===== config.mk =====
export PLATFORM = sky130hd
export DESIGN_NAME = rtcfc_top
export DESIGN_NICKNAME = d
export VERILOG_FILES = /design/src/hdl/rtcfc_pkg.sv /design/src/hdl/rtcfc_top.sv
export VERILOG_INCLUDE_DIRS = /design/src /design/src/hdl
export SDC_FILE = /design/constraint.sdc
export NUM_CORES = 1
export LEC_CHECK = 0
export BUFFER_PORTS_ARGS = -buffer_cell sky130_fd_sc_hd__buf_2
export CAP_MARGIN = 20
export CORE_ASPECT_RATIO = 0.8
export CORE_UTILIZATION = 48
export DETAILED_ROUTE_END_ITERATION = 8
export PLACE_DENSITY = 0.76
export SYNTH_ARGS = -nofsm -noshare
export SYNTH_HDL_FRONTEND = slang
export SYNTH_SLANG_ARGS = --single-unit

===== constraint.sdc =====
create_clock -name clk_i -period 4.8 [get_ports clk_i]
set_input_delay 0.48 -clock clk_i [delete_from_list [all_inputs] [get_ports clk_i]]
set_output_delay 0.48 -clock clk_i [all_outputs]
set_load 0.01 [all_outputs]

===== src/hdl/rtcfc_cfg.svh =====
// Register offsets, field positions, reset values and timing counts
`ifndef RTCFC_CFG_SVH
`define RTCFC_CFG_SVH
// ************************************************************
// Register map
// ************************************************************
`define RTCFC_ADR_STATUS   4'h0
`define RTCFC_ADR_TIME     4'h4
`define RTCFC_ADR_COUNT    4'h8
// ************************************************************
// Status field positions
// ************************************************************
`define RTCFC_BIT_READ     0
`define RTCFC_BIT_WRITE    1
`define RTCFC_BIT_CAL      2
`define RTCFC_BIT_OSCILLATOR_FAIL_FLAG     4
`define RTCFC_BIT_PF       5
// ************************************************************
// Reset values and timing
// ************************************************************
`define RTCFC_RST_CTRL     1'h0
`define RTCFC_OSC_WAIT_MS  5
`define RTCFC_CLK_HZ       100000000
`define RTCFC_SQW_HZ       512
`endif


===== src/hdl/rtcfc_pkg.sv =====
// Types shared by the flag and update control block
package rtcfc_pkg;
  typedef enum logic [2:0] {
    RTCFC_WAIT = 3'b001,
    RTCFC_RUN  = 3'b010,
    RTCFC_DONE = 3'b100
  } rtcfc_osc_t;
endpackage : rtcfc_pkg


===== src/hdl/rtcfc_top.sv =====
// Real time clock flags, calibration output and update freeze control
// How it works
// - Power fail flag goes to one while supply is below threshold.
// - Power fail flag clears on status read and at reset.
// - Oscillator fail flag set if enabled oscillator silent in first 5 ms.
// - Oscillator fail flag is never self cleared; host writes zero to clear.
// - Calibration bit one puts 512 Hz square wave on interrupt pin.
// - Calibration bit resets to zero.
// - Write freeze stops time updates and allows host time writes.
// - Dropping write freeze after a change loads new base time.
// - Write freeze bit resets to zero.
`timescale 1ns/1ps
`include "rtcfc_cfg.svh"
module rtcfc_top
  import rtcfc_pkg::*;
#(
  parameter int OSC_WAIT_CYC = (`RTCFC_OSC_WAIT_MS * (`RTCFC_CLK_HZ / 1000)),
  parameter int SQW_HALF_CYC = `RTCFC_CLK_HZ / (2 * `RTCFC_SQW_HZ),
  parameter int TW           = 32
) (
  // Clock and reset
  input  wire logic          clk_i,
  input  wire logic          rst_i,
  // Wishbone slave
  input  wire logic          cyc_i,
  input  wire logic          stb_i,
  input  wire logic          we_i,
  input  wire logic [3:0]    adr_i,
  input  wire logic [3:0]    sel_i,
  input  wire logic [31:0]   dat_i,
  output logic      [31:0]   dat_o,
  output logic               ack_o,
  // Device pins
  input  wire logic          power_low_i,
  input  wire logic          osc_enable_i,
  input  wire logic          osc_running_i,
  input  wire logic          tick_i,
  input  wire logic          alarm_irq_i,
  output logic               irq_o,
  output logic               osc_fail_flag_o
);
  // ************************************************************
  // Pin synchronisers
  // ************************************************************
  logic [2:0] pl_s;
  logic [2:0] or_s;
  logic       power_low;
  logic       osc_run;
  // Three stages, change accepted when last two agree
  always_ff @(posedge clk_i) begin
    if (rst_i) begin
      pl_s <= 3'h0;
      or_s <= 3'h0;
    end else begin
      pl_s <= {pl_s[1:0], power_low_i};
      or_s <= {or_s[1:0], osc_running_i};
    end
  end
  // Filtered levels
  always_ff @(posedge clk_i) begin
    if (rst_i) begin
      power_low <= 1'b0;
      osc_run   <= 1'b0;
    end else begin
      if (pl_s[1] == pl_s[2]) power_low <= pl_s[2];
      if (or_s[1] == or_s[2]) osc_run <= or_s[2];
    end
  end
  // ************************************************************
  // Bus decode
  // ************************************************************
  logic wr_stb;
  logic rd_stb;
  logic st_hit;
  logic next_ack;
  assign next_ack = cyc_i && stb_i && !ack_o;
  assign wr_stb   = next_ack && we_i;
  assign rd_stb   = next_ack && !we_i;
  assign st_hit   = (adr_i == `RTCFC_ADR_STATUS) && sel_i[0];
  // ************************************************************
  // Status and control bits
  // ************************************************************
  logic       pf_flag;
  logic       oscillator_fail_flag_flag;
  logic       cal_en;
  logic       wr_frz;
  logic       rd_frz;
  logic       time_dirty;
  logic       load_base;
  rtcfc_osc_t osc_st;
  logic [31:0] osc_cnt;
  // Power fail flag: set wins over read clear
  always_ff @(posedge clk_i) begin
    if (rst_i) begin
      pf_flag <= `RTCFC_RST_CTRL;
    end else if (power_low) begin
      pf_flag <= 1'b1;
    end else if (rd_stb && st_hit) begin
      pf_flag <= 1'b0;
    end
  end
  // Oscillator start check during the first window after reset
  always_ff @(posedge clk_i) begin
    if (rst_i) begin
      osc_st  <= RTCFC_WAIT;
      osc_cnt <= 32'h0;
    end else begin
      unique case (osc_st)
        RTCFC_WAIT: begin
          osc_st <= RTCFC_RUN;
        end
        RTCFC_RUN: begin
          if (!osc_enable_i || osc_run) osc_st <= RTCFC_DONE;
          else if (osc_cnt == 32'(OSC_WAIT_CYC - 1)) osc_st <= RTCFC_DONE;
          else osc_cnt <= osc_cnt + 32'h1;
        end
        RTCFC_DONE: begin
          osc_st <= RTCFC_DONE;
        end
      endcase
    end
  end
  logic osc_timeout;
  // Window ran out with the oscillator still silent
  assign osc_timeout = (osc_st == RTCFC_RUN) && osc_enable_i && !osc_run
                       && (osc_cnt == 32'(OSC_WAIT_CYC - 1));
  // Oscillator fail flag: only reset or a host write of zero clears it, set wins
  always_ff @(posedge clk_i) begin
    if (rst_i) begin
      oscillator_fail_flag_flag <= 1'b0;
    end else if (osc_timeout) begin
      oscillator_fail_flag_flag <= 1'b1;
    end else if (wr_stb && st_hit && !dat_i[`RTCFC_BIT_OSCILLATOR_FAIL_FLAG]) begin
      oscillator_fail_flag_flag <= 1'b0;
    end
  end
  // Control bits written by the host
  always_ff @(posedge clk_i) begin
    if (rst_i) begin
      cal_en <= `RTCFC_RST_CTRL;
      wr_frz <= `RTCFC_RST_CTRL;
      rd_frz <= `RTCFC_RST_CTRL;
    end else if (wr_stb && st_hit) begin
      cal_en <= dat_i[`RTCFC_BIT_CAL];
      wr_frz <= dat_i[`RTCFC_BIT_WRITE];
      rd_frz <= dat_i[`RTCFC_BIT_READ];
    end
  end
  // ************************************************************
  // Timekeeping registers and counter
  // ************************************************************
  logic [TW-1:0] time_reg;
  logic [TW-1:0] counter;
  logic          time_wr;
  // Time writes only while frozen; base load on unfreeze after a change
  assign time_wr   = wr_stb && (adr_i == `RTCFC_ADR_TIME) && wr_frz;
  assign load_base = wr_stb && st_hit && wr_frz && !dat_i[`RTCFC_BIT_WRITE] && time_dirty;
  // Change tracking while frozen
  always_ff @(posedge clk_i) begin
    if (rst_i) time_dirty <= 1'b0;
    else if (time_wr) time_dirty <= 1'b1;
    else if (load_base) time_dirty <= 1'b0;
  end
  // Running counter, reloaded from the registers as new base
  always_ff @(posedge clk_i) begin
    if (rst_i) counter <= '0;
    else if (load_base) counter <= time_reg;
    else if (tick_i) counter <= counter + 1'b1;
  end
  // Holding registers follow the counter unless frozen
  always_ff @(posedge clk_i) begin
    if (rst_i) time_reg <= '0;
    else if (time_wr) time_reg <= dat_i[TW-1:0];
    else if (!wr_frz && !rd_frz) time_reg <= counter;
  end
  // ************************************************************
  // Calibration square wave
  // ************************************************************
  logic [31:0] sqw_cnt;
  logic        sqw;
  // Toggle every half period while calibration is on
  always_ff @(posedge clk_i) begin
    if (rst_i || !cal_en) begin
      sqw_cnt <= 32'h0;
      sqw     <= 1'b0;
    end else if (sqw_cnt == 32'(SQW_HALF_CYC - 1)) begin
      sqw_cnt <= 32'h0;
      sqw     <= ~sqw;
    end else begin
      sqw_cnt <= sqw_cnt + 32'h1;
    end
  end
  // Interrupt pin mux and flag output
  always_ff @(posedge clk_i) begin
    if (rst_i) begin
      irq_o           <= 1'b0;
      osc_fail_flag_o <= 1'b0;
    end else begin
      irq_o           <= cal_en ? sqw : alarm_irq_i;
      osc_fail_flag_o <= oscillator_fail_flag_flag;
    end
  end
  // ************************************************************
  // Bus answer
  // ************************************************************
  // One-cycle acknowledge with registered read data
  always_ff @(posedge clk_i) begin
    if (rst_i) begin
      ack_o <= 1'b0;
      dat_o <= 32'h0;
    end else begin
      ack_o <= next_ack;
      if (rd_stb) begin
        unique case (adr_i)
          `RTCFC_ADR_STATUS: dat_o <= {26'h0, pf_flag, oscillator_fail_flag_flag, 1'b0, cal_en, wr_frz, rd_frz};
          `RTCFC_ADR_TIME:   dat_o <= 32'(time_reg);
          `RTCFC_ADR_COUNT:  dat_o <= 32'(counter);
          default:           dat_o <= 32'h0;
        endcase
      end
    end
  end
endmodule : rtcfc_top


==> Word-level counts from Yosys, hierarchy flattened <==
Cells that the tools add are included.
{ "word_totals": {"regBits": 181, "word_cells": 87, "out_inout_bits": 35, "in_bits": 50} }
{ "op_classes": {"reduce_logical": 36, "eq_ne": 10, "n_bitwise": 3, "addsub": 3, "mux": 15} }
{ "ops": {"columns": ["cell", "count"], "rows": [
  ["$mux W32", 4],
  ["$add A32 B1 Y32 const B", 3],
  ["$pmux W32 S3", 1],
  ["$eq A32 B17 Y1 const B", 1],
  ["$eq A32 B19 Y1 const B", 1],
  ["$logic_and A1 B1 Y1", 17],
  ["$reduce_bool A2 Y1", 5],
  ["$logic_not A1 Y1", 9],
  ["$pmux W3 S3", 1],
  ["$mux W1", 7],
  ["$mux W3", 2],
  ["$eq A4 B3 Y1 const B", 1],
  ["$eq A4 B4 Y1 const B", 1],
  ["$logic_not A4 Y1", 1],
  ["$eq A3 B1 Y1 const B", 1],
  ["$eq A3 B2 Y1 const B", 1],
  ["$eq A3 B3 Y1 const B", 1],
  ["$ne A3 B3 Y1 const B", 1],
  ["$not A1 Y1", 3],
  ["$reduce_and A3 Y1", 1],
  ["$eq A1 B1 Y1", 2],
  ["$logic_or A1 B1 Y1", 2],
  ["$reduce_or A2 Y1", 1]
]} }

==> Longest topological paths before layout <==
Gate-level depths: netlist of the first run.
{ "logic_depth": {"word_depth": 9, "mapped_depth": 8, "ltp_nobuf": 6} }

==> Worst setup path after synthesis of the first run <==
Ideal clock, no wire load.
{ "synth_path": {"path_kind": "reg2reg", "startpoint": "register osc_cnt[0]", "endpoint": "register osc_cnt[22]", "synth_period_minus_slack_ns": 2.419, "arrival_ns": 2.298, "setup_time_ns": 0.121, "t_required_ns": 4.679, "path_stages_with_launch": 9, "n_path_buf": 2, "path_slack_ns": 2.381, "path_cell_list": "dfxtp_1 -> ha_1 -> nand2_1 -> or4_1 -> buf_2 -> or4_1 -> clkbuf_2 -> nor2_1 -> mux2_2"} }
{ "synth_via": {"elab_chain_cells": 3, "elab_cells_between_ends": 4, "classes_between": "1 x add/sub; 1 x eq/ne; 1 x bitwise; 1 x reduce/logical"} }
{ "synth_rtl": {"columns": ["element", "line", "rtl"], "rows": [
  ["start, declared", "rtcfc_top.sv:91", "logic [31:0] osc_cnt;"],
  ["start signal, assigned", "rtcfc_top.sv:115", "else osc_cnt <= osc_cnt + 32'h1;"],
  ["parallel branches: the longest is 3 deep, another holds $add A32 B1 Y32", null, null]
]} }
Parallel ways; which one is timed is not known.
A chain may end at the register's enable or synchronous reset.

==> Worst setup path in the final report of the first run <==
{ "layout_path": {"startpoint": "register osc_cnt[2]", "endpoint": "register osc_cnt[29]"} }
The elaborated chain is that of the path after synthesis.

==> results of run 1 <==
-- path summary, 6_finish.rpt --
path | end | startpoint | depth (start not counted) | slack [ps]
min reg2reg | or_s[1] | or_s[0] | 1 | 440
max | osc_cnt[29] | osc_cnt[2] | 5 | 1990
min | or_s[0] | osc_running_i | 2 | 260
max reg2reg | osc_cnt[29] | osc_cnt[2] | 5 | 1990
-- metrics by stage --
stage	instance area (sq um)	setup slack [ps]	total power, mW	cells
2_1_floorplan	8340	2380	1.61	986
6_report	9490	1990	3.07	1255
3_3_place_gp	8850	1840	1.64	1222
3_5_place_dp	8870	1960	1.65	1223
5_1_grt	9490	1800	3.17	1255
4_1_cts	9490	2010	3.08	1255
-- kinds of logic after synthesis --
family / count (synthesis) / share of synthesized area [%]
and+or+nand+nor: 432 / 25.6
AOI/OAI and AO/OA: 201 / 17.4
DFF: 181 / 43.5
buffers and inverters: 86 / 3.90
xor gates and xnor gates: 65 / 6.83
muxes: 18 / 2.36
adders and majority gates: 3 / 0.450
-- power by group --
group          total (mW)  internal [mW]  switching, mW  leakage (nW)
Combinational      0.0921         0.0332         0.0590          1.52
Sequential           1.52           1.51        0.00822          1.46
Clock                1.46          0.861          0.596         0.302
Total                3.07           2.41          0.664          3.28
-- layer usage --
| layer | vias to the layer above | GRT usage (%) | wire (um) |
|---|---|---|---|
| met1 | 3531 | 36.6 | 10300 |
| met4 | 0 | 5.80 | 159 |
| li1 | 3665 | - | - |
| met3 | 15 | 5.51 | 1650 |
| met5 | - | 0 | 0 |
| met2 | 292 | 32.4 | 8220 |
-- synth_stat cells, drive strengths merged (29+ instances only) --
| master | count |
|---|---|
| a211oi | 32 |
| clkbuf | 73 |
| a311oi | 32 |
| xor2 | 29 |
| nor2 | 161 |
| nand4 | 33 |
| nand3 | 31 |
| nand2 | 78 |
| xnor2 | 36 |
| o21ai | 42 |
| dfxtp | 181 |
-- area by class of cell --
class                           count  area, sq um
Fill cell                        1519         7270
Timing Repair Buffer               94          526
Sequential cell                   181         3620
Clock buffer                       20          467
Multi-Input combinational cell    719         4420
Tap cell                          220          275
Clock inverter                     12          151
Inverter                            9         33.8
==> key figures, run 1 <==
Run status
  – Status: completed

Clock network
  – Total CTS buffers: 17
  – Post-CTS Setup Inserts: 0
  – Hold-fix buffers, CTS: 0
  – CTS clk-pin slew, worst paths: ~60 ps
  – Clk root buf: clkbuf_16
  – CTS tree: built
  – CTS resizes: 0
  – Htree depth: 4
  – Clk sinks: 181
  – Clk buf depth: 2
  – Latest clock arrival within the worst-skew pair: 430 ps

Floorplanning
  – Site Rows: between 40 and 50
  – CORE AREA: 0.0168 sq mm
  – Initial Util: 49.7%
  – I/O pin cnt: 85
  – Die area: 0.0179 sq mm
  – Die W: 149 um
  – Die Ht: 120 um

Logic synthesis
  – Syn avg cell area: 8.45 sq um
  – Mapped cell area: approximately 0.0083 sq mm
  – Synth Register Bits: 181
  – Ys async rst share: 0%
  – Synth Instances: 986
  – Synth cell types: 45
  – Mapped Nets: 1039
  – Post-synth EDFFs: 0
  – Synth area leaders: dfxtp_1 (43%), nor2_1 (7.3%), xnor2_1 (3.8%), nand2_1 (3.5%), a311oi_1 (3.4%)
  – Main flop type after synthesis: dfxtp_1
  – Area leader, netlist: dfxtp_1
  – Post-synthesis sequential area ratio: 43.5%
  – Synth warn: 0
  – Synth top area share: 43.5%

Timing
  – Min Tclk post-route: 2810 ps
  – Endpoints failing hold: 0
  – Worst slew margin: 37.3%
  – Peak Freq: 356 MHz
  – Crit share post-route: just under 60%
  – Final setup viols: 0
  – Clk_skew: around 7.2 ps
  – Worst-Margin Slew: 933 ps
  – Setup TNS: 0 ps
  – Final slew viol count: 0
  – Hold Slack: 264 ps
  – RSZ-0062 raised after global routing: false

Power and ir drop
  – P_leak: 3.28 nW
  – VDD IR max: 0.000238 V
  – P per Cell Area: 323 mW/mm^2

Route
  – DR iter-0 viols: 830
  – Drt total wl: 20.3 mm
  – Via-per-instance ratio: approximately 6
  – DRC Markers: 0
  – WL per Instance: roughly 16 um
  – Vias: 7503
  – Post-DRT Antenna Nets: 0
  – Pre-antenna DRT Iters: 5

Placed design
  – HPWL Detailed: 13.1 mm
  – IO Port Bufs: 81
  – GPL Wtd Cong: just under 0.8

Global route
  – Initial antenna violation count: 0
  – Vias in the first global route: between 6000 and 7000
  – First-pass GRT wire length: approximately 34 mm
  – Gr usage total: a little under a quarter
  – Largest net degree at the start of global routing: 87
  – Grt ovf: 0

Setup path
  – CP most frequent cell: or4_1
  – Worst-path fanout max: 11
  – CP peak stage delay: 690 ps
  – Setup crit end kind: flip-flop
  – Crit path max-delay cell type: or4b_2
  – Buf/Inv on CP: 0
  – Crit path launch type: flip-flop
  – Data required, critical path: 5170 ps
  – Worst path arrival time: 3180 ps
  – Worst-path cell chain: nand3_1, or4_1, or4_1, or4b_2, nand2_1
  – Crit Path Category: flip-flop to flip-flop
  – Delay-heaviest family, CP: simple AND/OR/NAND/NOR gates

Final layout
  – Share of post-route cells with drive strength above 1: 14.7%
  – Area delta synth->final: 13.9%
  – Most frequent cells in the layout: dfxtp_1 (181), nor2_1 (160), buf_2 (80)
  – Final Util: between 50% and 60%
  – Layout Nets: 1075
  – Commonest non-fill, non-tap cell in the layout: dfxtp_1
  – # diodes: 0

Hold path
  – HP Class: primary input to flip-flop

Flow run
  – Maxcap violations: 0
(Power assumes the default switching activity.)
==> run 2: changes to the inputs <==
--- a/config.mk
+++ b/config.mk
@@ -11,7 +11,7 @@
 export CORE_ASPECT_RATIO = 0.8
 export CORE_UTILIZATION = 48
 export DETAILED_ROUTE_END_ITERATION = 8
-export PLACE_DENSITY = 0.76
+export PLACE_DENSITY = 0.79
 export SYNTH_ARGS = -nofsm -noshare
 export SYNTH_HDL_FRONTEND = slang
 export SYNTH_SLANG_ARGS = --single-unit
==> constraint.sdc (replaced) <==
create_clock -name clk_i -period 2.4 [get_ports clk_i]
set_input_delay 0.24 -clock clk_i [delete_from_list [all_inputs] [get_ports clk_i]]
set_output_delay 0.24 -clock clk_i [all_outputs]
set_load 0.01 [all_outputs]
==> key figures, run 2 (synthesis gave the netlist of run 1 again) <==
Setup path
  – Crit Path Category: flip-flop to flip-flop (unchanged)
  – Setup crit end kind: flip-flop (unchanged)
  – Reg-to-Reg Start: osc_cnt[0] (was osc_cnt[2])
  – CP Capture Point: osc_cnt[22] (was osc_cnt[29])
  – Data required, critical path: 2720 ps (was 5170 ps)
  – Worst path arrival time: 2650 ps (was 3180 ps)
  – Crit path launch type: flip-flop (unchanged)
  – Critical R2R Capture: osc_cnt[22] (was osc_cnt[29])
  – FF-to-FF setup slack: 70 ps (was 1990 ps)
  – Worst-case reg-to-reg path depth: 6 (was 5)
  – Worst-path fanout max: 7 (was 11)
  – CP Launch Point: osc_cnt[0] (was osc_cnt[2])

Power and ir drop
  – Logic pwr share: 3.2% (was 3.0%)
  – VDD IR max: 0.000544 V (was 0.000238 V)
  – Clk pwr share: 46.6% (was 47.5%)
  – P_leak: 3.41 nW (was 3.28 nW)
  – Part of the power in registers: 50.2% (was 49.5%)
  – Sw power: 1.29 mW (was 0.664 mW)
  – Internal power: 4.77 mW (was 2.41 mW)
  – Sw Ratio: 21.3% (was 21.6%)
  – P per Cell Area: 624 mW/mm^2 (was 323 mW/mm^2)
  – Power, Total: 6.06 mW (was 3.07 mW)

Floorplanning
  – Site Rows: 42 (unchanged)
  – Die W: 149 um (unchanged)
  – CORE AREA: 0.0168 sq mm (unchanged)
  – Die area: 0.0179 sq mm (unchanged)
  – I/O pin cnt: 85 (unchanged)
  – Initial Util: 49.7% (unchanged)
  – Die Ht: 120 um (unchanged)

Clock network
  – Clk root buf: clkbuf_16 (unchanged)
  – Htree depth: 4 (unchanged)
  – Post-CTS Setup Inserts: 0 (unchanged)
  – CTS tree: built (unchanged)
  – Clk sinks: 181 (unchanged)
  – Latest clock arrival within the worst-skew pair: 440 ps (was 430 ps)
  – Clk buf depth: 2 (unchanged)
  – Hold-fix buffers, CTS: 0 (unchanged)
  – CTS clk-pin slew, worst paths: 70 ps (was 60 ps)
  – Total CTS buffers: 17 (unchanged)

Route
  – Metal-1 WL: 10.3 mm (about the same)
  – Via-per-instance ratio: 5.95 (was 5.98)
  – DRC Markers: 0 (unchanged)
  – Wire length on met2: 8.99 mm (was 8.22 mm)
  – DR iter-0 viols: 646 (was 830)
  – Drt total wl: 21.0 mm (was 20.3 mm)
  – Vias: 7636 (was 7503)
  – DR WL met3: 1.54 mm (was 1.65 mm)
  – Top sig layer: met4 (unchanged)
  – Pre-antenna DRT Iters: 5 (unchanged)
  – Post-DRT Antenna Nets: 0 (unchanged)
  – WL per Instance: 16.3 um (was 16.2 um)

Timing
  – Clk_skew: 10.7 ps (was 7.19 ps)
  – Final setup viols: 0 (unchanged)
  – Worst slew margin: 53.3% (was 37.3%)
  – Setup TNS: 0 ps (unchanged)
  – Final setup margin: 67.9 ps (was 1990 ps)
  – Peak Freq: 429 MHz (was 356 MHz)
  – Endpoints failing hold: 0 (unchanged)
  – Final slew viol count: 0 (unchanged)
  – Crit share post-route: 97.2% (was 58.5%)
  – Min Tclk post-route: 2330 ps (was 2810 ps)
  – Worst-Margin Slew: 700 ps (was 933 ps)
  – Hold Slack: 13.9 ps (was 264 ps)

Global route
  – Vias in the first global route: 7027 (was 6659)
  – Gr usage total: 24.6% (was 23.7%)
  – Grt ovf: 0 (unchanged)
  – Initial antenna violation count: 0 (unchanged)
  – Largest net degree at the start of global routing: 87 (unchanged)
  – First-pass GRT wire length: 35.3 mm (was 33.9 mm)

Final layout
  – # diodes: 0 (unchanged)
  – FF/Latch Area: 0.00363 sq mm (was 0.00362 sq mm)
  – Area delta synth->final: 16.5% (was 13.9%)
  – Multi-input logic area: 0.00442 sq mm (about the same)
  – Final Cell Area: 0.00971 sq mm (was 0.00949 sq mm)
  – Layout Nets: 1104 (was 1075)
  – Most frequent cells in the layout: dfxtp_1 (179), nor2_1 (159), buf_2 (80) (was dfxtp_1 (181), nor2_1 (160), buf_2 (80))
  – Layout filler cell count: 1456 (was 1519)
  – Commonest non-fill, non-tap cell in the layout: dfxtp_1 (unchanged)
  – Share of post-route cells with drive strength above 1: 17.2% (was 14.7%)

Flow run
  – Maxcap violations: 0 (unchanged)

Hold path
  – HP Class: primary input to flip-flop (unchanged)

Placed design
  – HPWL Detailed: 13.8 mm (was 13.1 mm)
  – Post-Place Cell Area: 0.00909 sq mm (was 0.00887 sq mm)
  – Dpl ws: 73.5 ps (was 1960 ps)
  – IO Port Bufs: 81 (unchanged)
  – GPL Wtd Cong: 0.825 (was 0.793)

Run status
  – Status: completed (unchanged)
==> run 2: changes by cell type in the layout (fill, tap and decap cells not counted), sizes merged <==
| cell | before | now |
|---|---|---|
| bufinv | 3 | 2 |
| buf | 94 | 123 |
| clkbuf | 20 | 25 |
| inv | 10 | 9 |
| clkinv | 6 | 3 |
==> run 2: per-layer routing <==
metal / up-vias / GRT usage (%)
met4: 0 / 5.74
met2: 267 / 35.6
met1: 3629 / 36.7
li1: 3732 / -
met5: - / 0
met3: 8 / 5.59
==> run 2: worst min path at each step <==
stage,from,to,depth (start not counted)
3_5_place_dp,or_s[0],or_s[1],1
4_1_cts,osc_running_i,or_s[0],2
2_1_floorplan,osc_running_i,or_s[0],1
6_report,osc_running_i,or_s[0],2
5_1_grt,power_low_i,pl_s[0],2
3_3_place_gp,or_s[0],or_s[1],1
==> run 2: what timing repair did <==
action	in CTS	in global routing
resized for setup	0	5
setup endpoints to repair	0	29
endpoints found under the hold margin	0	0
==> run 2: power by group through the flow <==
| stage | clock network [mW] | logic [mW] | registers [mW] |
|---|---|---|---|
| floorplan | 0 | 0.105 | 3.11 |
| global placement | 0 | 0.191 | 3.11 |
| detailed placement | 0 | 0.194 | 3.11 |
| CTS | 2.86 | 0.196 | 3.04 |
| global route | 3.00 | 0.215 | 3.04 |
| finish | 2.82 | 0.197 | 3.04 |
==> run 2: critical path, stage by stage, from the launching register on <==
cell and delay, ps:
dfxtp_1 370, ha_2 190, nand2_1 70, or4_1 500
or4_4 610, nor2_2 140, mux2_2 340
==> run 2: layout make-up <==
cell class | count | area share [%]
Multi-Input combinational cell | 719 | 45.6
Clock buffer | 25 | 5.21
Inverter | 9 | 0.348
Tap cell | 220 | 2.84
Timing Repair Buffer | 123 | 7.71
Sequential cell | 181 | 37.4
Clock inverter | 7 | 0.967
==> run 2: metrics by stage <==
stage          cells  utilization [%]
2_1_floorplan    986                -
6_report        1284             57.9
3_3_place_gp    1252             54.2
3_5_place_dp    1252             54.2
5_1_grt         1284             57.9
4_1_cts         1284             57.8
==> run 3: changes to the inputs <==
--- a/config.mk
+++ b/config.mk
@@ -9,9 +9,9 @@
 export BUFFER_PORTS_ARGS = -buffer_cell sky130_fd_sc_hd__buf_2
 export CAP_MARGIN = 20
 export CORE_ASPECT_RATIO = 0.8
-export CORE_UTILIZATION = 48
+export CORE_UTILIZATION = 53
 export DETAILED_ROUTE_END_ITERATION = 8
-export PLACE_DENSITY = 0.79
+export PLACE_DENSITY = 0.85
 export SYNTH_ARGS = -nofsm -noshare
 export SYNTH_HDL_FRONTEND = slang
 export SYNTH_SLANG_ARGS = --single-unit
==> key figures, run 3 (synthesis gave the netlist of run 1 again) <==
Timing
  – Final slew viol count: 0 (unchanged)
  – Crit share post-route: 96.6% (was 97.2%)
  – Clk_skew: 9.30 ps (was 10.7 ps)
  – Setup TNS: 0 ps (unchanged)
  – Worst slew margin: 53.5% (was 53.3%)
  – Min Tclk post-route: 2320 ps (was 2330 ps)
  – Final setup margin: 81.1 ps (was 67.9 ps)
  – Final setup viols: 0 (unchanged)
  – Endpoints failing hold: 0 (unchanged)
  – Hold Slack: 11.4 ps (was 13.9 ps)
  – Peak Freq: 431 MHz (was 429 MHz)
  – RSZ-0062 raised after global routing: true
  – Worst-Margin Slew: 698 ps (was 700 ps)

Setup path
  – Crit Path Category: flip-flop to flip-flop (unchanged)
  – Data required, critical path: 2780 ps (was 2720 ps)
  – Worst-path cell chain: nand4_2, or4_1, or4_1, or4b_2, nand2_1 (was ha_2, nand2_1, or4_1, or4_4, nor2_2, mux2_2)
  – CP most frequent cell: or4_1
  – Worst path arrival time: 2700 ps (was 2650 ps)
  – CP peak stage delay: 650 ps (was 610 ps)
  – Worst-case reg-to-reg path depth: 5 (was 6)
  – Setup crit end kind: flip-flop (unchanged)
  – Crit path launch type: flip-flop (unchanged)
  – Worst-path fanout max: 5 (was 7)
  – Crit path max-delay cell type: or4b_2 (was or4_4)

Hold path
  – Hold Path Depth: 2 (unchanged)
  – HP Class: primary input to flip-flop (unchanged)

Global route
  – Gr usage total: 27.1% (was 24.6%)
  – Top Usage Layer GRT: met2 (was met1)
  – First-pass GRT wire length: 34.9 mm (was 35.3 mm)
  – Met1 Use GR: 38.5% (was 36.7%)
  – Vias in the first global route: 7078 (was 7027)
  – Initial antenna violation count: 0 (unchanged)
  – Met2 GRT Util: 41.0% (was 35.6%)
  – Grt met3 use: 4.64% (was 5.59%)
  – Largest net degree at the start of global routing: 66 (was 87)
  – Grt ovf: 0 (unchanged)

Clock network
  – Clk root buf: clkbuf_16 (unchanged)
  – Clk buf depth: 2 (unchanged)
  – Clk sinks: 181 (unchanged)
  – Htree depth: 4 (unchanged)
  – CTS tree: built (unchanged)
  – Latest clock arrival within the worst-skew pair: 440 ps (about the same)
  – Total CTS buffers: 17 (unchanged)
  – Hold-fix buffers, CTS: 0 (unchanged)
  – CTS clk-pin slew, worst paths: 70 ps (about the same)

Route
  – Pre-antenna DRT Iters: 5 (unchanged)
  – Via-per-instance ratio: 6.20 (was 5.95)
  – DR iter-0 viols: 652 (was 646)
  – Drt total wl: 21.4 mm (was 21.0 mm)
  – Post-DRT Antenna Nets: 0 (unchanged)
  – Vias: 7890 (was 7636)
  – DRC Markers: 0 (unchanged)
  – WL per Instance: 16.8 um (was 16.3 um)

Floorplanning
  – Die W: 142 um (was 149 um)
  – I/O pin cnt: 85 (unchanged)
  – Die Ht: 114 um (was 120 um)
  – Site Rows: 40 (was 42)
  – Die area: 0.0162 sq mm (was 0.0179 sq mm)
  – Initial Util: 55.0% (was 49.7%)
  – CORE AREA: 0.0152 sq mm (was 0.0168 sq mm)

Final layout
  – Most frequent cells in the layout: dfxtp_1 (177), nor2_1 (160), buf_2 (80) (was dfxtp_1 (179), nor2_1 (159), buf_2 (80))
  – Layout filler cell count: 1240 (was 1456)
  – Share of post-route cells with drive strength above 1: 17.2% (about the same)
  – Multi-input logic area: 0.00444 sq mm (was 0.00442 sq mm)
  – # diodes: 0 (unchanged)
  – Area delta synth->final: 16.7% (was 16.5%)
  – FF/Latch Area: 0.00363 sq mm (about the same)
  – Layout Nets: 1102 (was 1104)
  – Commonest non-fill, non-tap cell in the layout: dfxtp_1 (unchanged)

Power and ir drop
  – VDD IR max: 0.000669 V (was 0.000544 V)
  – P per Cell Area: 646 mW/mm^2 (was 624 mW/mm^2)
  – P_leak: 3.41 nW (about the same)
  – Power, Total: 6.29 mW (was 6.06 mW)

Placed design
  – Dpl ws: -21.0 ps (was 73.5 ps)
  – HPWL Detailed: 13.8 mm (about the same)
  – IO Port Bufs: 81 (unchanged)
  – GPL Wtd Cong: 0.865 (was 0.825)

Flow run
  – Maxcap violations: 0 (unchanged)

Run status
  – Status: completed (unchanged)
[run 3: per-stage QoR]
stage | utilization (%) | std cells | area (sq um)
after floorplan | - | 986 | 8340
after global placement | 59.7 | 1238 | 9050
after detailed placement | 59.7 | 1238 | 9050
after CTS | 63.9 | 1270 | 9690
after global routing | 64.2 | 1272 | 9730
final | 64.2 | 1272 | 9730
[run 3: metal layers]
layer | vias up | wire (um)
li1 | 3729 | -
met1 | 3796 | 9970
met2 | 332 | 9350
met3 | 33 | 1710
met4 | 0 | 404
met5 | - | 0
[run 3: path summary, 6_finish.rpt]
kind / start / endpoint / slack, ps
min reg2reg: or_s[0] / or_s[1] / 440
max reg2reg: osc_cnt[6] / osc_cnt[29] / 80
min: osc_running_i / or_s[0] / 10
max: osc_cnt[6] / osc_cnt[29] / 80
[run 3: power by group]
group          switching (mW)  internal, mW  total (mW)
sequential             0.0167          3.02        3.04
clock                    1.20          1.85        3.05
combinational           0.123        0.0718       0.195
[run 3: cell type report]
class,count,area share [%]
Sequential cell,181,37.3
Clock buffer,20,4.49
Clock inverter,12,2.10
Timing Repair Buffer,120,7.46
Multi-Input combinational cell,720,45.6
Inverter,9,0.347
Tap cell,210,2.70
[run 3: timing repair]
item | in CTS | in global routing
gates resized for setup | 1 | 7
pin swaps | 0 | 1
buffers inserted | 0 | 1
endpoints found under the setup margin | 1 | 40
gates cloned | 0 | 1
[run 3: critical path, delay by kind of cell, from the launching register on]
family           cells  cell delay [ps]
DFF                  1              360
and+or+nand+nor      5             1900
